**src/hw/tmr_pkg.sv**
```systemverilog
// Constants, types and register map of the timer I/O mode block.
// Assumes one pclk domain and an APB master on the register side.
//
// Contract
// - Mode zero or level-only: compare, pin output off.
// - Bit 2 sets initial level; 01 drives low.
// - Action 10 drives pin high on match.
// - Action 11 toggles pin on every match.
// - Capture mode 00 loads counter on rising.
// - Capture mode 01 loads counter on falling.
// - Capture mode 1x loads on both edges.
// - Channel three 11xx captures on channel-four counts.
// - Register c captures from its own pin, or on channel-four counts in 11xx.
// - Buffer enable silences register c entirely.
`default_nettype none
package tmr_pkg;

  // ==========================================================
  // Register map, byte addresses.
  localparam int          AW        = 8;
  localparam int          GW        = 16;
  localparam logic [7:0]  ADDR_MODE = 8'h00;
  localparam logic [7:0]  ADDR_CTRL = 8'h04;
  localparam logic [7:0]  ADDR_GR2A = 8'h08;
  localparam logic [7:0]  ADDR_GR3A = 8'h0C;
  localparam logic [7:0]  ADDR_GR3C = 8'h10;
  localparam logic [7:0]  ADDR_STAT = 8'h14;

  // ==========================================================
  // Field layout.
  localparam int          F2A       = 0;
  localparam int          F3A       = 4;
  localparam int          F3C       = 8;
  localparam int          BUF_BIT   = 0;
  localparam int          ST_OUT    = 0;
  localparam int          ST_IN     = 4;
  localparam int          MB_CAP    = 3;
  localparam int          MB_LVL    = 2;
  localparam logic [1:0]  ACT_NONE  = 2'h0;
  localparam logic [1:0]  ACT_LOW   = 2'h1;
  localparam logic [1:0]  ACT_HIGH  = 2'h2;
  localparam logic [1:0]  ACT_TOG   = 2'h3;
  localparam logic [3:0]  MODE_RST  = 4'h0;
  localparam logic [15:0] GR_RST    = 16'hFFFF;

  // ==========================================================
  // Types.
  typedef struct packed {
    logic out;
    logic oe_n;
  } pin_drive_t;

  typedef struct packed {
    logic s1;
    logic s2;
    logic s3;
    logic level;
    logic rise;
    logic fall;
  } sync_state_t;

  typedef struct packed {
    logic [3:0]    mode;
    logic [GW-1:0] gr;
    logic          pin;
    logic          cap_evt;
    logic          cmp_evt;
  } gen_ch_t;

  typedef struct packed {
    gen_ch_t       ch2a;
    gen_ch_t       ch3a;
    gen_ch_t       ch3c;
    logic          buf_a;
    logic [GW-1:0] prev2;
    logic [GW-1:0] prev3;
    logic [31:0]   prdata;
  } timer_state_t;

endpackage
`default_nettype wire

```
**src/hw/pin_sync.sv**
```systemverilog
// Three-stage pin synchroniser with filtered level and edge pulses.
// Assumes pin_in is asynchronous to pclk.
`timescale 1ns/1ps
`default_nettype none
module pin_sync
  import tmr_pkg::*;
(
  input  wire logic pclk,    // Clock.
  input  wire logic presetn, // Async reset, active low.
  input  wire logic pin_in,  // Raw pin level.
  output logic      level,   // Accepted level.
  output logic      rise,    // One-cycle rising pulse.
  output logic      fall     // One-cycle falling pulse.
);

  sync_state_t st;
  sync_state_t next_st;

  // ==========================================================
  // A change is accepted once stages two and three agree.
  always_comb begin
    next_st      = st;
    next_st.s1   = pin_in;
    next_st.s2   = st.s1;
    next_st.s3   = st.s2;
    next_st.rise = 1'b0;
    next_st.fall = 1'b0;
    if (st.s2 == st.s3 && st.s3 != st.level) begin
      next_st.level = st.s3;
      next_st.rise  = st.s3;
      next_st.fall  = ~st.s3;
    end
  end

  always_ff @(posedge pclk or negedge presetn) begin
    if (!presetn) begin
      st <= '0;
    end else begin
      st <= next_st;
    end
  end

  assign level = st.level;
  assign rise  = st.rise;
  assign fall  = st.fall;

endmodule
`default_nettype wire

```
**src/hw/timer_io_mode_select.sv**
```systemverilog
// I/O mode logic for general registers 2A, 3A and 3C of the timer.
// Assumes counters come from same-clock logic; pins are asynchronous.
`timescale 1ns/1ps
`default_nettype none
module timer_io_mode_select
  import tmr_pkg::*;
(
  input  wire logic          pclk,          // Clock, 250 MHz.
  input  wire logic          presetn,       // Async reset, active low.
  input  wire logic          psel,          // APB select.
  input  wire logic          penable,       // APB enable.
  input  wire logic          pwrite,        // APB direction.
  input  wire logic [AW-1:0] paddr,         // APB byte address.
  input  wire logic [31:0]   pwdata,        // APB write data.
  output logic [31:0]        prdata,        // APB read data.
  output logic               pready,        // APB ready.
  output logic               pslverr,       // APB error.
  input  wire logic [GW-1:0] ch2_counter,   // Channel 2 count.
  input  wire logic [GW-1:0] ch3_counter,   // Channel 3 count.
  input  wire logic          ch4_count_tick, // Channel 4 counted.
  input  wire logic          ch2_pin_a_in,  // Pin level in.
  input  wire logic          ch3_pin_a_in,  // Pin level in.
  input  wire logic          ch3_pin_c_in,  // Pin level in.
  output pin_drive_t         ch2_pin_a_drv, // Pin drive.
  output pin_drive_t         ch3_pin_a_drv, // Pin drive.
  output pin_drive_t         ch3_pin_c_drv, // Pin drive.
  output logic [2:0]         capture_evt,   // Capture pulses.
  output logic [2:0]         compare_evt    // Match pulses.
);

  timer_state_t st;
  timer_state_t next_st;
  logic         rise2, fall2, lvl2;
  logic         rise3a, fall3a, lvl3a;
  logic         rise3c, fall3c, lvl3c;
  logic         acc, wr, setup_rd, mapped;
  logic         wr_mode, wr_ctrl;
  logic         match2, match3a, match3c;

  // ==========================================================
  // Pin synchronisers.
  pin_sync u_sync2 (
    .pclk    (pclk),
    .presetn (presetn),
    .pin_in  (ch2_pin_a_in),
    .level   (lvl2),
    .rise    (rise2),
    .fall    (fall2)
  );

  pin_sync u_sync3a (
    .pclk    (pclk),
    .presetn (presetn),
    .pin_in  (ch3_pin_a_in),
    .level   (lvl3a),
    .rise    (rise3a),
    .fall    (fall3a)
  );

  pin_sync u_sync3c (
    .pclk    (pclk),
    .presetn (presetn),
    .pin_in  (ch3_pin_c_in),
    .level   (lvl3c),
    .rise    (rise3c),
    .fall    (fall3c)
  );

  // ==========================================================
  // APB decode; zero wait states, unmapped accesses flag an error.
  assign acc      = psel & penable;
  assign wr       = acc & pwrite;
  assign setup_rd = psel & ~penable & ~pwrite;
  assign mapped   = paddr == ADDR_MODE || paddr == ADDR_CTRL ||
                    paddr == ADDR_GR2A || paddr == ADDR_GR3A ||
                    paddr == ADDR_GR3C || paddr == ADDR_STAT;
  assign wr_mode  = wr && paddr == ADDR_MODE;
  assign wr_ctrl  = wr && paddr == ADDR_CTRL;
  assign pready   = 1'b1;
  assign pslverr  = acc & ~mapped;
  assign prdata   = st.prdata;

  // A match counts only on the cycle the counter reaches the value.
  assign match2  = ch2_counter == st.ch2a.gr && ch2_counter != st.prev2;
  assign match3a = ch3_counter == st.ch3a.gr && ch3_counter != st.prev3;
  assign match3c = ch3_counter == st.ch3c.gr && ch3_counter != st.prev3;

  // ==========================================================
  // One general register step: mode load, capture or compare.
  function automatic gen_ch_t step(
    input gen_ch_t       c,
    input logic          wm,
    input logic [3:0]    wmode,
    input logic          wg,
    input logic [GW-1:0] wgr,
    input logic [GW-1:0] cnt,
    input logic          match,
    input logic          rise,
    input logic          fall,
    input logic          alt_en,
    input logic          alt_cap,
    input logic          inhibit
  );
    gen_ch_t n;
    logic    cap;
    n         = c;
    cap       = 1'b0;
    n.cap_evt = 1'b0;
    n.cmp_evt = 1'b0;
    if (wg) begin
      n.gr = wgr;
    end
    if (wm) begin
      n.mode = wmode;
      n.pin  = wmode[MB_LVL];
    end else if (!inhibit) begin
      if (c.mode[MB_CAP]) begin
        if (alt_en && c.mode[MB_LVL]) begin
          cap = alt_cap;
        end else if (c.mode[1]) begin
          cap = rise | fall;
        end else if (c.mode[0]) begin
          cap = fall;
        end else begin
          cap = rise;
        end
        if (cap) begin
          n.gr      = cnt;
          n.cap_evt = 1'b1;
        end
      end else if (match) begin
        n.cmp_evt = 1'b1;
        case (c.mode[1:0])
          ACT_LOW:  n.pin = 1'b0;
          ACT_HIGH: n.pin = 1'b1;
          ACT_TOG:  n.pin = ~c.pin;
          default:  n.pin = c.pin;
        endcase
      end
    end
    return n;
  endfunction

  // Pin enabled only for compare with a match action.
  function automatic pin_drive_t drive(input gen_ch_t c,
                                       input logic inhibit);
    pin_drive_t d;
    d.out  = c.pin;
    d.oe_n = c.mode[MB_CAP] || c.mode[1:0] == ACT_NONE ||
             inhibit;
    return d;
  endfunction

  // ==========================================================
  // Next state.
  always_comb begin
    next_st        = st;
    next_st.prev2  = ch2_counter;
    next_st.prev3  = ch3_counter;
    // Channel two has no alternative capture source.
    next_st.ch2a = step(st.ch2a, wr_mode, pwdata[F2A +: 4],
                        wr && paddr == ADDR_GR2A, pwdata[GW-1:0],
                        ch2_counter, match2, rise2, fall2,
                        1'b0, 1'b0, 1'b0);
    next_st.ch3a = step(st.ch3a, wr_mode, pwdata[F3A +: 4],
                        wr && paddr == ADDR_GR3A, pwdata[GW-1:0],
                        ch3_counter, match3a, rise3a, fall3a,
                        1'b1, ch4_count_tick, 1'b0);
    // Register c watches its own pin, or channel-four counts in mode 11xx.
    next_st.ch3c = step(st.ch3c, wr_mode, pwdata[F3C +: 4],
                        wr && paddr == ADDR_GR3C, pwdata[GW-1:0],
                        ch3_counter, match3c, rise3c, fall3c,
                        1'b1, ch4_count_tick, st.buf_a);
    if (wr_ctrl) begin
      next_st.buf_a = pwdata[BUF_BIT];
    end
    if (setup_rd) begin
      next_st.prdata = '0;
      case (paddr)
        ADDR_MODE: begin
          next_st.prdata[F2A +: 4] = st.ch2a.mode;
          next_st.prdata[F3A +: 4] = st.ch3a.mode;
          next_st.prdata[F3C +: 4] = st.ch3c.mode;
        end
        ADDR_CTRL: next_st.prdata[BUF_BIT] = st.buf_a;
        ADDR_GR2A: next_st.prdata[GW-1:0] = st.ch2a.gr;
        ADDR_GR3A: next_st.prdata[GW-1:0] = st.ch3a.gr;
        ADDR_GR3C: next_st.prdata[GW-1:0] = st.ch3c.gr;
        ADDR_STAT: begin
          next_st.prdata[ST_OUT +: 3] = {st.ch3c.pin, st.ch3a.pin,
                                         st.ch2a.pin};
          next_st.prdata[ST_IN +: 3]  = {lvl3c, lvl3a, lvl2};
        end
        default: next_st.prdata = '0;
      endcase
    end
  end

  always_ff @(posedge pclk or negedge presetn) begin
    if (!presetn) begin
      st         <= '0;
      st.ch2a.gr <= GR_RST;
      st.ch3a.gr <= GR_RST;
      st.ch3c.gr <= GR_RST;
    end else begin
      st <= next_st;
    end
  end

  assign ch2_pin_a_drv = drive(st.ch2a, 1'b0);
  assign ch3_pin_a_drv = drive(st.ch3a, 1'b0);
  assign ch3_pin_c_drv = drive(st.ch3c, st.buf_a);
  assign capture_evt   = {st.ch3c.cap_evt, st.ch3a.cap_evt,
                          st.ch2a.cap_evt};
  assign compare_evt   = {st.ch3c.cmp_evt, st.ch3a.cmp_evt,
                          st.ch2a.cmp_evt};
endmodule
`default_nettype wire

```
**config.mk**
```make
export PLATFORM = sky130hd
export DESIGN_NAME = timer_io_mode_select
export DESIGN_NICKNAME = d
export VERILOG_FILES = /design/src/hw/tmr_pkg.sv /design/src/hw/pin_sync.sv /design/src/hw/timer_io_mode_select.sv
export SDC_FILE = /design/constraint.sdc
export NUM_CORES = 1
export LEC_CHECK = 0
export BUFFER_PORTS_ARGS = -buffer_cell sky130_fd_sc_hd__buf_4
export CAP_MARGIN = 20
export CORE_UTILIZATION = 51
export CTS_CLUSTER_SIZE = 8
export DETAILED_ROUTE_END_ITERATION = 16
export PLACE_DENSITY = 0.77
export SLEW_MARGIN = 15
export SYNTH_ARGS = -nofsm -noshare
export SYNTH_HDL_FRONTEND = slang
export SYNTH_HIERARCHICAL = 1
export SYNTH_SLANG_ARGS = --single-unit
```
**constraint.sdc**
```tcl
create_clock -name pclk -period 2 [get_ports pclk]
set_clock_uncertainty 0.2 [all_clocks]
set_input_delay 0.2 -clock pclk [delete_from_list [all_inputs] [get_ports pclk]]
set_output_delay 0.2 -clock pclk [all_outputs]
set_load 0.05 [all_outputs]
```
; Word level (Yosys, flattened, before mapping)
; Cells that the tools add are included.
; Widths: inputs -> output; s select.
[word_totals]
reg_bits = 136
inputBits = 81
output_inout_bits = 46
word_cells = 180
[classes]
eq_ne = 29
muxes = 64
bitwise_logic = 17
n_reduce_logical = 33
[ops]
columns = cell, count
row1 = $mux 16, 12
row2 = $eq 16x16->1, 3
row3 = $mux 1, 36
row4 = $ne 16x16->1, 2
row5 = $pmux 5 s4, 1
row6 = $mux 19, 1
row7 = $eq 8x4->1 const B, 2
row8 = $eq 8x5->1 const B, 2
row9 = $pmux 3 s5, 1
row10 = $eq 2x2->1 const B, 6
row11 = $mux 2, 6
row12 = $pmux 4 s3, 1
row13 = $reduce_bool 4->1, 3
row14 = $logic_and 1x1->1, 11
row15 = $pmux 2 s5, 1
row16 = $logic_or 1x1->1, 9
row17 = $not 1->1, 9
row18 = $pmux 1 s3, 3
row19 = $eq 8x3->1 const B, 1
row20 = $logic_not 8->1, 1
row21 = $ne 2x1->1 const B, 4
row22 = $eq 2x1->1 const B, 3
row23 = $logic_not 2->1, 3
row24 = $pmux 1 s6, 1
row25 = 8 further kinds, 21

; Logic depth before layout (Yosys ltp)
; Gate-level depths: netlist of run 1.
[logic_depth]
ltp_word = 10
depth_mapped = 9

; Cells and area by module
; Netlist of run 1, hierarchy kept.
[modules_own_cells]
columns = module, instances, cells_per_inst, area_per_inst_um2, seq_area_each_um2
row1 = timer_io_mode_select, 1, 640, 6510.0, 3012.9
row2 = pin_sync, 3, 9, 178.9, 150.1

; Worst setup path after synthesis of run 1
; Ideal clock, no wire load.
[synth_timing]
kind = input to output
startpoint = input paddr[1]
endpoint = output pslverr
t_arrival_ns = 1.775
required_time_ns = 1.600
path_slack_ns = -0.175
path_stages = 4
path_buffers = 1
cell_sequence = nor2_1 and3_1 buf_4 a211oi_1
[synth_via]
elab_chain_len = 8
word_cells_on_any_way = 13
cone_classes = eq/ne: 5 / bitwise: 2 / reduce/logical: 6
[synth_lines]
columns = item, line
row1 = from (decl), timer_io_mode_select.sv:13  ; input wire logic [AW-1:0] paddr,
row2 = $eq 8x3->1 or $logic_not 8->1 (tied branches), timer_io_mode_select.sv:74  ; assign mapped = paddr == ADDR_MODE || paddr == ADDR_CTRL ||
row3 = $logic_or 1x1->1 (2 in a row), timer_io_mode_select.sv:74
row4 = $logic_or 1x1->1 (2 in a row), timer_io_mode_select.sv:75  ; paddr == ADDR_GR2A || paddr == ADDR_GR3A ||
row5 = $logic_or 1x1->1 *, timer_io_mode_select.sv:76  ; paddr == ADDR_GR3C || paddr == ADDR_STAT;
row6 = $not 1->1 *, timer_io_mode_select.sv:80  ; assign pslverr = acc & ~mapped;
row7 = $and 1x1->1 *, timer_io_mode_select.sv:80
row8 = to (decl), timer_io_mode_select.sv:17  ; output logic pslverr,
; Mark *: on every way between the ends. The rest lies on a longest branch, timed or not.

; Worst setup path in the final report of run 1
[layout_timing]
startpoint = register st[83] in the netlist's numbering
endpoint = register st, in the netlist ch3_pin_c_drv[1]
[layout_via]
elab_chain_len = 4
[layout_lines]
columns = item, line
row1 = from (decl), timer_io_mode_select.sv:31  ; timer_state_t st;
row2 = from (signal assigned), timer_io_mode_select.sv:206  ; st <= next_st;
row3 = $eq 16x16->1, timer_io_mode_select.sv:86  ; assign match3c = ch3_counter == st.ch3c.gr && ch3_counter != st.prev3;
row4 = $logic_and 1x1->1, timer_io_mode_select.sv:86
row5 = $reduce_bool 2->1 (no line), n/a
row6 = $reduce_and 4->1 (no line), n/a
; Every way passes these cells.
; A chain may end at the register's enable or synchronous reset.

==> metrics.csv, run 1 <==
stage;metric;value;unit
run_status;failing_checks;setup timing;
drt;route.detailed.drc;0;
drt;drtPass1Iterations;5;
synthesis;synth_cell_type_count;49;
synthesis;post_synth_instance_area;0.00705;mm2
global_routing;overall_global_routing_resource_usage;30.0;%
clock_network;cts_root_buffer;sky130_fd_sc_hd__clkbuf_16;
timing;timing.fmax;475;MHz
power;power-per-cell-area;814;mW/mm2
clock_network;clockBufferDepth;2;
timing;layout_worst_path_cycle_share;105;%
drt;detailroute.via_count;5704;
placement;place_inst;937;
floorplanning;die_height;120;um
timing;rsz0062_at_grt;yes;
timing;setup_ws;-105;ps
synthesis;synth-main-ff-cell;sky130_fd_sc_hd__dfrtp_1;
final_layout;non_filler_cells_final;1029;
final_layout;num-nets-final;924;
global_routing;grt_pass1_wl;31700;um
clock_network;cts_sinks;136;
drt;post_drt_wl_per_cell;19.9;um
critical_path;worstSetupPathType;register to register;
floorplanning;dieArea;0.0143;mm2
power;peakVddDrop;0.650;mV
global_routing;globalRoute.totalOverflow;0;
synthesis;async_reset_ff_share;100;%
clock_network;clk_pin_slew;60;ps
floorplanning;initial_utilization;52.8;%
critical_path;endpoint_kind;register;
timing;final_hold_viol_count;0;
timing;finalHoldWorstSlack;12.0;ps
placement;dpl.hpwl;13600;um
final_layout;finish.utilization;71.0;%
critical_path;worstSetupStartpointType;register;
critical_path;worstPathMaxFanout;2;
run_status;result_of_the_run;complete, but fails checks;
critical_path;ff2ff_setup_slack;-110;ps
synthesis;ys_seq_area_share;49.1;%
drt;drt-total-wl;20500;um
final_layout;final_layout_size_suffix_gt1_share;34.6;%
final_layout;layout_area_overhead;34.6;%
floorplanning;design.portCount;127;
synthesis;synth-edff-count;0;
final_layout;insertedDiodeCount;0;
clock_network;tritoncts.num_buffers;17;
timing;finalCriticalPeriod;2110;ps
floorplanning;placementRows;42;
clock_network;h_tree_level_count;4;
global_routing;antenna_violations_before_repair;0;
flow_run;cap_viol_max_count;0;
placement;io_buffers;93;
synthesis;ys_ff_latch;136;
final_layout;finalInstanceArea;0.00948;mm2
placement;routabilityCongestion;0.923;
synthesis;ys_warn_count;6;
drt;number_of_drc_violations_after_detailed_routing_iteration_0;448;
critical_path;critical_path.slowest_cell;sky130_fd_sc_hd__dfstp_2;
critical_path;cp_common_cell;sky130_fd_sc_hd__nand3_2;
critical_path;worstPathCellList;xnor2_4 -> nand3_2 -> nor4_2 -> nand3_1 -> or4b_4 -> nand3_2;
floorplanning;fp.coreArea;0.0133;mm2
timing;total_setup_violations_reported_at_the_end_of_the_flow;2;
hold_path;holdCritPathClass;primary input to register;
timing;relSlewSlack;53.3;%
critical_path;cp_data_arrival_time;2270;ps
global_routing;grt_pass1_vias;5906;
clock_network;clk-insertion-delay-late;430;ps
critical_path;path_buf_inv;0;
synthesis;syn-instance-count;667;
critical_path;cp_top_family;simple AND/OR/NAND/NOR gates;
global_routing;grt_start_max_net_pins;53;
critical_path;worst_endpoint_required_time;2160;ps
placement;dpl-instance-area;0.00808;mm2
clock_network;clock_tree_from_tritoncts;built;
drt;route.antenna.remaining_nets;0;
synthesis;avgSynthCellArea;10.6;um2
power;leak;4.39;nW
timing;slew_violations;0;
timing;worst-slew-pin-transition;699;ps
placement;pre_cts_ws;-240;ps
floorplanning;dieWidth;120;um
drt;avgViaCountPerCell;5.54;
critical_path;critical_path.max_stage_delay;580;ps
-- routing by layer --
| metal | wire (um) | share of wire [%] | global-route usage (%) | vias up |
|---|---|---|---|---|
| met3 | 1830 | 8.9 | 6.23 | 53 |
| met4 | 714 | 3.5 | 13.0 | 0 |
| li1 | - | - | - | 2577 |
| met1 | 8150 | 40 | 39.1 | 2762 |
| met2 | 9830 | 48 | 48.5 | 312 |
| met5 | 0 | 0 | 0 | - |
-- worst register-to-register path, delay by kind of cell, from the launching register on --
kind,cells,cell delay (ps)
AND/OR/NAND/NOR,5,1110
flip-flops,1,580
XOR/XNOR,1,150
-- synthesized netlist by cell type, types with 3 or more instances --
master	number	share of area, %
sky130_fd_sc_hd__dfrtp_1	88	31
sky130_fd_sc_hd__buf_2	11	0.78
sky130_fd_sc_hd__nand3_1	4	0.28
sky130_fd_sc_hd__xor2_1	33	4.1
sky130_fd_sc_hd__a222oi_1	7	0.99
sky130_fd_sc_hd__buf_4	49	5.2
sky130_fd_sc_hd__o21ai_0	32	2.3
sky130_fd_sc_hd__and3_1	5	0.44
sky130_fd_sc_hd__a221oi_1	5	0.62
sky130_fd_sc_hd__and3b_2	3	0.43
sky130_fd_sc_hd__nor3_1	5	0.36
sky130_fd_sc_hd__dfstp_2	48	18
sky130_fd_sc_hd__buf_6	7	1.1
sky130_fd_sc_hd__mux2i_1	57	8.1
sky130_fd_sc_hd__nor3b_1	3	0.32
sky130_fd_sc_hd__o21ai_1	10	0.71
sky130_fd_sc_hd__ha_1	3	0.53
sky130_fd_sc_hd__inv_1	5	0.27
sky130_fd_sc_hd__clkbuf_1	6	0.32
sky130_fd_sc_hd__clkbuf_2	9	0.64
sky130_fd_sc_hd__xnor2_2	5	1.2
sky130_fd_sc_hd__nor4_1	12	1.1
sky130_fd_sc_hd__xnor2_1	42	5.2
sky130_fd_sc_hd__mux2_2	11	1.8
sky130_fd_sc_hd__nand2_1	81	4.3
sky130_fd_sc_hd__maj3_2	3	0.48
sky130_fd_sc_hd__nand4_1	13	1.2
sky130_fd_sc_hd__nor2_1	45	2.4
sky130_fd_sc_hd__a21oi_1	38	2.7
-- cell families (layout without fill, tap and decap cells) --
kind of cell / after synthesis / count (layout) / share of synthesized area, %
flops: 136 / 136 / 49.1
fa+ha+maj: 6 / 6 / 1.01
mux: 68 / 68 / 9.85
other cells: 2 / 17 / 0.107
compound gates: 104 / 104 / 8.54
xor+xnor: 80 / 80 / 10.5
simple gates: 183 / 184 / 12.5
buf+inv: 88 / 258 / 8.40
-- layout make-up --
cell class | count | area (um2)
fillers | 947 | 3870
flip-flops and latches | 136 | 3460
multi-input cells | 459 | 3180
repair buffers | 221 | 1900
clock buffers | 21 | 480
well taps | 176 | 220
clock inverters | 11 | 215
inverters | 5 | 18.8
-- flip-flops by register name, indices dropped and copies added (netlist names), 2 cells and up --
signal,cells
capture_evt,3
compare_evt,3
prdata,16
st,93
u_sync2/next_st,2
u_sync3a/next_st,2
u_sync3c/next_st,2
-- report_power, final --
group / internal [W] / switching, W
combinational: 0.000479 / 0.000529
sequential: 0.00294 / 0.000109
clock: 0.00247 / 0.00119
total: 0.00589 / 0.00183
-- worst paths after layout --
kind	depth (start not counted)	to	startpoint
setup reg to reg	6	ch3_pin_c_drv[1]	st[83]
max in group asynchronous	3	st[99]	presetn
setup / recovery	6	ch3_pin_c_drv[1]	st[83]
min in group asynchronous	2	ch2_pin_a_drv[1]	presetn
hold reg to reg	0	u_sync3a/next_st[3]	u_sync3a/next_st[4]
hold / removal	4	st[68]	ch3_counter[0]
-- cells in the final DEF, fill, tap and decap left out, types with 5 or more instances in the layout --
| cell type | Yosys | final |
|---|---|---|
| sky130_fd_sc_hd__a21oi_1 | 38 | 38 |
| sky130_fd_sc_hd__a221oi_1 | 5 | 5 |
| sky130_fd_sc_hd__a222oi_1 | 7 | 7 |
| sky130_fd_sc_hd__buf_12 | 0 | 8 |
| sky130_fd_sc_hd__buf_4 | 49 | 157 |
| sky130_fd_sc_hd__bufinv_16 | 0 | 6 |
| sky130_fd_sc_hd__clkbuf_16 | 0 | 17 |
| sky130_fd_sc_hd__conb_1 | 2 | 17 |
| sky130_fd_sc_hd__dfrtp_1 | 88 | 88 |
| sky130_fd_sc_hd__dfstp_2 | 48 | 48 |
| sky130_fd_sc_hd__dlygate4sd3_1 | 0 | 54 |
| sky130_fd_sc_hd__inv_1 | 5 | 5 |
| sky130_fd_sc_hd__mux2_2 | 11 | 11 |
| sky130_fd_sc_hd__mux2i_1 | 57 | 57 |
| sky130_fd_sc_hd__nand2_1 | 81 | 81 |
| sky130_fd_sc_hd__nand4_1 | 13 | 13 |
| sky130_fd_sc_hd__nor2_1 | 45 | 44 |
| sky130_fd_sc_hd__nor4_1 | 12 | 10 |
| sky130_fd_sc_hd__o21ai_0 | 32 | 31 |
| sky130_fd_sc_hd__o21ai_1 | 10 | 11 |
| sky130_fd_sc_hd__xnor2_1 | 42 | 34 |
| sky130_fd_sc_hd__xnor2_2 | 5 | 12 |
| sky130_fd_sc_hd__xor2_1 | 33 | 33 |
-- stage by stage --
step,setup TNS (ps),total power (W)
final,-180,0.00772
after CTS,-76.2,0.00770
after global routing,-305,0.00792
after detailed placement,-3480,0.00394
after floorplan,0,0.00355
after global placement,-1340,0.00391
-- repair_timing --
| item | 4_1_cts | 5_1_grt |
|---|---|---|
| gates cloned | 0 | 1 |
| endpoints found under the hold margin | 195 | 0 |
| pin swaps | 14 | 14 |
| hold buffers | 54 | 0 |
| gates resized for setup | 4 | 17 |
| setup endpoints to repair | 21 | 10 |
| setup buffers | 5 | 1 |
No activity file was read; power rests on OpenSTA's default activity.
==> inputs of run 2 (changes only) <==
- SYNTH_HIERARCHICAL: 1 -> not set
==> metrics.csv, run 2 <==
stage;metric;value;unit
global_routing;overall_global_routing_resource_usage;29.2;%
critical_path;cp_data_arrival_time;2170;ps
final_layout;sequential_cell_area;0.00347;mm2
synthesis;synth-edff-count;0;
clock_network;clockBufferDepth;2;
synthesis;ys_ff_latch;136;
synthesis;synthMostInstantiatedCell;sky130_fd_sc_hd__nand2_1;
floorplanning;dieWidth;119;um
drt;drt-total-wl;19600;um
timing;setup_ws;-10.3;ps
synthesis;ys_seq_area_share;49.9;%
drt;route.antenna.remaining_nets;0;
floorplanning;die_height;119;um
synthesis;synth_top_family_by_area;simple AND/OR/NAND/NOR gates;
floorplanning;initial_utilization;52.4;%
synthesis;async_reset_ff_share;100;%
final_layout;mostFrequentLayoutCell;sky130_fd_sc_hd__buf_4;
critical_path;ff2ff_setup_slack;-10;ps
placement;io_buffers;93;
critical_path;endpoint_kind;register;
clock_network;cts_root_buffer;sky130_fd_sc_hd__clkbuf_16;
power;power-per-cell-area;765;mW/mm2
final_layout;largest_register_ffs;93;
flow_run;cap_viol_max_count;0;
final_layout;layout_area_overhead;31.8;%
run_status;failing_checks;setup timing;
clock_network;tritoncts.num_buffers;17;
synthesis;netlist.area_leader.share;31.7;%
final_layout;num-nets-final;911;
clock_network;clk_pin_slew;60;ps
placement;routabilityCongestion;0.965;
timing;timing.fmax;497;MHz
global_routing;globalRoute.totalOverflow;0;
synthesis;synth-adder-area-share;0.973;%
power;peakVddDrop;0.635;mV
critical_path;critical_path.max_stage_delay;550;ps
floorplanning;placementRows;42;
timing;rsz0062_at_grt;yes;
critical_path;worstPathCellList;xnor2_1 -> nand4_1 -> nor4_2 -> nand3_2 -> or3_1 -> nand3_1;
final_layout;final_layout_size_suffix_gt1_share;30.0;%
clock_network;clk-insertion-delay-late;430;ps
drt;detailroute.via_count;5619;
global_routing;grt_start_max_net_pins;50;
synthesis;synth-main-ff-cell;sky130_fd_sc_hd__dfrtp_1;
final_layout;layout.cells.most_common_list;sky130_fd_sc_hd__buf_4, sky130_fd_sc_hd__nand2_1, sky130_fd_sc_hd__dfrtp_1;
critical_path;critical_path.slowest_cell;sky130_fd_sc_hd__dfstp_2;
floorplanning;design.portCount;127;
global_routing;grt_pass1_vias;5710;
synthesis;synth_xor_area_share;10.1;%
drt;route.detailed.drc;0;
final_layout;top_register;st;
hold_path;holdPathStages;4;
global_routing;antenna_violations_before_repair;0;
final_layout;nFillCells;988;
timing;final_hold_viol_count;0;
final_layout;non_filler_cells_final;1016;
timing;slew_violations;0;
placement;pre_cts_ws;-385;ps
run_status;result_of_the_run;complete, but fails checks;
final_layout;finalInstanceArea;0.00915;mm2
floorplanning;dieArea;0.0141;mm2
critical_path;r2r.worst_path.cells;6;
drt;post_drt_wl_per_cell;19.3;um
critical_path;worstSetupStartpointType;register;
global_routing;grt_pass1_wl;30800;um
synthesis;synth_compound_area_share;10.5;%
timing;layout_worst_path_cycle_share;101;%
synthesis;ys_warn_count;0;
critical_path;worst_endpoint_required_time;2160;ps
synthesis;synthTopCellsByCount;sky130_fd_sc_hd__nand2_1, sky130_fd_sc_hd__dfrtp_1, sky130_fd_sc_hd__dfstp_2, sky130_fd_sc_hd__mux2i_1, sky130_fd_sc_hd__xnor2_1;
synthesis;synth_cell_type_count;49;
placement;place_inst;923;
final_layout;insertedDiodeCount;0;
placement;dpl-instance-area;0.00791;mm2
drt;drtPass1Iterations;5;
drt;avgViaCountPerCell;5.53;
synthesis;post-synth-top-area-cell;sky130_fd_sc_hd__dfrtp_1;
clock_network;clock_tree_from_tritoncts;built;
synthesis;syn-instance-count;673;
drt;number_of_drc_violations_after_detailed_routing_iteration_0;543;
timing;finalSetupTns;-11.3;ps
clock_network;h_tree_level_count;4;
synthesis;post_synth_main_area_contributors;sky130_fd_sc_hd__dfrtp_1, sky130_fd_sc_hd__dfstp_2, sky130_fd_sc_hd__mux2i_1;
timing;finalCriticalPeriod;2010;ps
critical_path;worstPathMaxFanout;3;
synthesis;synth-simple-area-share;12.3;%
placement;dpl.hpwl;13900;um
synthesis;avgSynthCellArea;10.3;um2
critical_path;worstSetupPathType;register to register;
clock_network;cts_sinks;136;
synthesis;post_synth_instance_area;0.00694;mm2
synthesis;synth.area.mux_share;8.38;%
power;leak;4.09;nW
floorplanning;fp.coreArea;0.0132;mm2
hold_path;holdCritPathClass;primary input to register;
timing;total_setup_violations_reported_at_the_end_of_the_flow;2;
final_layout;multi_input_comb_area;0.00307;mm2
-- run 2: cell count changes after synthesis, moves of 9 or more --
| cell | delta |
|---|---|
| sky130_fd_sc_hd__o21ai_0 | -30 |
| sky130_fd_sc_hd__clkbuf_2 | -9 |
| sky130_fd_sc_hd__o21ai_1 | +33 |
| sky130_fd_sc_hd__mux2_2 | -10 |
| sky130_fd_sc_hd__clkbuf_1 | +29 |
| sky130_fd_sc_hd__a22oi_1 | +9 |
| sky130_fd_sc_hd__mux2i_1 | -9 |
| sky130_fd_sc_hd__nor2_1 | -14 |
| sky130_fd_sc_hd__a21oi_1 | -10 |
| sky130_fd_sc_hd__nand2_1 | +10 |
-- run 2: timing repair --
action / in CTS / in global routing
gates resized for setup: 8 / 11
hold buffers: 54 / 0
buffers inserted: 5 / 2
endpoints found under the setup margin: 4 / 19
hold endpoints to repair: 209 / 0
pin swaps: 6 / 8
cloned: 0 / 1
-- run 2: final timing paths --
| kind | to | start |
|---|---|---|
| worst max register to register | ch3_pin_c_drv[1] | st[73] |
| worst min register to register | u_sync3c.next_st[3] | u_sync3c.next_st[4] |
| max in group asynchronous | st[93] | presetn |
| min in group asynchronous | prdata[14] | presetn |
| worst min-delay path | compare_evt[2] | paddr[1] |
| worst max-delay path | ch3_pin_c_drv[1] | st[73] |
-- run 2: layout make-up --
class	instances	area share (%)
flip-flops and latches	136	37.9
repair buffers	206	19.7
multi-input cells	459	33.6
clock buffers	24	5.37
clock inverters	8	0.780
inverters	7	0.287
well taps	176	2.41
-- run 2: critical path: cells and delay by family, from the launching register on --
kind / cells / cell delay (ps)
simple gates: 5 / 1070
xor+xnor: 1 / 130
flops: 1 / 550
-- run 2: power breakdown --
group	switching [W]	internal, W	total [W]
clock	0.00113	0.00183	0.00296
combinational	0.000505	0.000436	0.000941
sequential	0.000136	0.00296	0.00310
total	0.00178	0.00523	0.00700
-- run 2: kinds of logic (layout without fill, tap and decap cells) --
logic type | Yosys count | in the layout
DFF | 136 | 136
xor gates and xnor gates | 80 | 80
and+or+nand+nor | 180 | 181
other | 2 | 17
buffers and inverters | 94 | 245
muxes | 57 | 57
AOI/OAI and AO/OA | 118 | 118
adders and majority gates | 6 | 6
-- run 2: per-layer routing --
layer / vias to the layer above / part of all wire (%) / wire (um) / GRT usage [%]
li1: 2570 / - / - / -
met4: 0 / 2.4 / 471 / 9.57
met5: - / 0 / 0 / 0
met1: 2757 / 42 / 8280 / 39.4
met3: 41 / 7.8 / 1530 / 7.48
met2: 251 / 48 / 9350 / 46.0
-- run 2: stage by stage --
step                      total power, W  hold WS [ps]  utilization, %
after floorplan                  0.00358          -296               -
after global placement           0.00392         -56.5            59.7
after detailed placement         0.00395         -46.1            59.7
after CTS                        0.00701          8.15            68.6
after global routing             0.00725          14.6            69.1
final                            0.00700          24.8            69.1
==> inputs of run 3 (changes only) <==
--- a/constraint.sdc
+++ b/constraint.sdc
@@ -4,2 +4,2 @@
 set_output_delay 0.2 -clock pclk [all_outputs]
-set_load 0.05 [all_outputs]
+set_load 0.1 [all_outputs]
==> metrics.csv, run 3 (same netlist as run 2, synthesis figures left out) <==
stage;metric;value;unit
run_status;result_of_the_run;complete, but fails checks;
run_status;failing_checks;setup timing;
critical_path;worst_r2r_endpoint;ch3_pin_c_drv[1];
clock_network;clock_tree_from_tritoncts;built;
floorplanning;dieWidth;119;um
critical_path;r2r_start;st[69];
timing;setup_ws;-53.4;ps
flow_run;cap_viol_max_count;0;
final_layout;sequential_cell_area;0.00347;mm2
final_layout;layout.cells.most_common_list;sky130_fd_sc_hd__buf_4, sky130_fd_sc_hd__nand2_1, sky130_fd_sc_hd__dfrtp_1;
critical_path;worstPathMaxFanout;2;
placement;routabilityCongestion;0.917;
timing;final_hold_viol_count;0;
power;switching_share;27.0;%
timing;timing.fmax;487;MHz
power;share_comb_of_total_power;15.4;%
clock_network;clk-insertion-delay-late;430;ps
critical_path;worst_endpoint_required_time;2170;ps
drt;route.antenna.remaining_nets;0;
critical_path;setup_crit_start;st[69];
power;finalPower;0.00701;W
power;seq_power_share;44.1;%
timing;layout_worst_path_cycle_share;103;%
power;peakVddDrop;0.723;mV
drt;detailroute.via_count;5739;
floorplanning;die_height;119;um
drt;drtPass1Iterations;7;
final_layout;layout_area_overhead;34.0;%
power;leak;4.16;nW
critical_path;worstSetupStartpointType;register;
critical_path;r2r.worst_path.cells;6;
placement;dpl.hpwl;13700;um
floorplanning;placementRows;42;
clock_network;clockBufferDepth;2;
timing;relSlewSlack;62.5;%
global_routing;globalRoute.totalOverflow;0;
clock_network;clk_pin_slew;60;ps
clock_network;h_tree_level_count;4;
clock_network;cts_sinks;136;
drt;number_of_drc_violations_after_detailed_routing_iteration_0;480;
drt;route.detailed.drc;0;
final_layout;num-nets-final;924;
floorplanning;fp.coreArea;0.0132;mm2
power;power-per-cell-area;754;mW/mm2
final_layout;nFillCells;941;
final_layout;top_register;st;
final_layout;largest_register_ffs;93;
power;internal_power;0.00512;W
critical_path;cp_data_arrival_time;2220;ps
global_routing;grt_start_max_net_pins;44;
critical_path;worstSetupPathType;register to register;
final_layout;mostFrequentLayoutCell;sky130_fd_sc_hd__buf_4;
placement;io_buffers;93;
timing;worst-slew-pin-transition;561;ps
floorplanning;initial_utilization;52.4;%
clock_network;tritoncts.num_buffers;17;
timing;finalCriticalPeriod;2050;ps
timing;rsz0062_at_grt;yes;
global_routing;overall_global_routing_resource_usage;29.2;%
drt;post_drt_wl_per_cell;19.6;um
clock_network;cts_root_buffer;sky130_fd_sc_hd__clkbuf_16;
placement;dpl-instance-area;0.00797;mm2
timing;total_setup_violations_reported_at_the_end_of_the_flow;3;
drt;drt-total-wl;20200;um
global_routing;antenna_violations_before_repair;0;
critical_path;last_element_of_the_critical_path;ch3_pin_c_drv[1];
timing;slew_violations;0;
critical_path;endpoint_kind;register;
power;power.net_switching;0.00189;W
final_layout;final_layout_size_suffix_gt1_share;32.2;%
final_layout;finalInstanceArea;0.00930;mm2
final_layout;insertedDiodeCount;0;
power;pwr-share-clk;40.5;%
final_layout;multi_input_comb_area;0.00316;mm2
floorplanning;design.portCount;127;
global_routing;grt_pass1_wl;30900;um
hold_path;holdCritPathClass;primary input to register;
drt;avgViaCountPerCell;5.58;
floorplanning;dieArea;0.0141;mm2
critical_path;ff2ff_setup_slack;-50;ps
global_routing;grt_pass1_vias;5765;
==> run 3: per-layer routing <==
| metal | vias up | wire [um] | GRT usage, % |
|---|---|---|---|
| met1 | 2863 | 8620 | 39.5 |
| met3 | 35 | 1380 | 6.76 |
| met5 | - | 0 | 0 |
| li1 | 2592 | - | - |
| met2 | 249 | 9720 | 46.7 |
| met4 | 0 | 457 | 9.10 |
==> run 3: worst min-delay path by stage <==
stage / slack [ps] / to / start / depth (start not counted)
floorplan: -300 / capture_evt[0] / presetn / 0
global placement: -140 / capture_evt[0] / presetn / 1
detailed placement: -140 / prdata[13] / presetn / 1
CTS: 50 / compare_evt[2] / paddr[0] / 4
global route: 20 / st[36] / ch3_counter[4] / 2
finish: 30 / st[36] / ch3_counter[4] / 2
==> run 3: area by class of cell <==
| type | count | share of cell area [%] |
|---|---|---|
| Clock inverter | 7 | 0.471 |
| Timing Repair Buffer | 219 | 20.3 |
| Tap cell | 176 | 2.37 |
| Multi-Input combinational cell | 459 | 34.0 |
| Inverter | 7 | 0.282 |
| Sequential cell | 136 | 37.3 |
| Clock buffer | 25 | 5.33 |
==> run 3: power groups by stage <==
stage	Clock (W)	Sequential, W	Combinational [W]
after global placement	0	0.00312	0.000911
after detailed placement	0	0.00313	0.000933
after global routing	0.00297	0.00311	0.00114
after CTS	0.00287	0.00308	0.00104
final	0.00284	0.00309	0.00108
after floorplan	0	0.00309	0.000594
==> run 3: critical path: stages (launching register included) <==
cell,delay (ps)
sky130_fd_sc_hd__dfstp_2,560
sky130_fd_sc_hd__xnor2_2,110
sky130_fd_sc_hd__nand4_1,130
sky130_fd_sc_hd__nor4_2,350
sky130_fd_sc_hd__nand3_1,160
sky130_fd_sc_hd__or3_1,390
sky130_fd_sc_hd__nand3_1,90
==> run 3: stage by stage <==
| stage | setup TNS, ps | cells | worst slack (ps) | hold slack [ps] | util, % |
|---|---|---|---|---|---|
| final | -132 | 1029 | -53.4 | 25.5 | 70.2 |
| after global routing | -358 | 1029 | -170 | 20.6 | 70.2 |
| after CTS | -178 | 1018 | -124 | 45.4 | 68.8 |
| after detailed placement | -20370 | 930 | -387 | -139 | 60.2 |
| after global placement | -19260 | 930 | -316 | -140 | 60.2 |
| after floorplan | -6240 | 688 | -207 | -296 | - |
==> run 3: timing repair <==
item / in CTS / in global routing
endpoints found under the setup margin: 21 / 18
pin swaps: 7 / 17
cloned: 0 / 1
hold buffers: 56 / 0
buffers inserted: 0 / 10
gates resized for setup: 9 / 22
hold endpoints to repair: 219 / 0
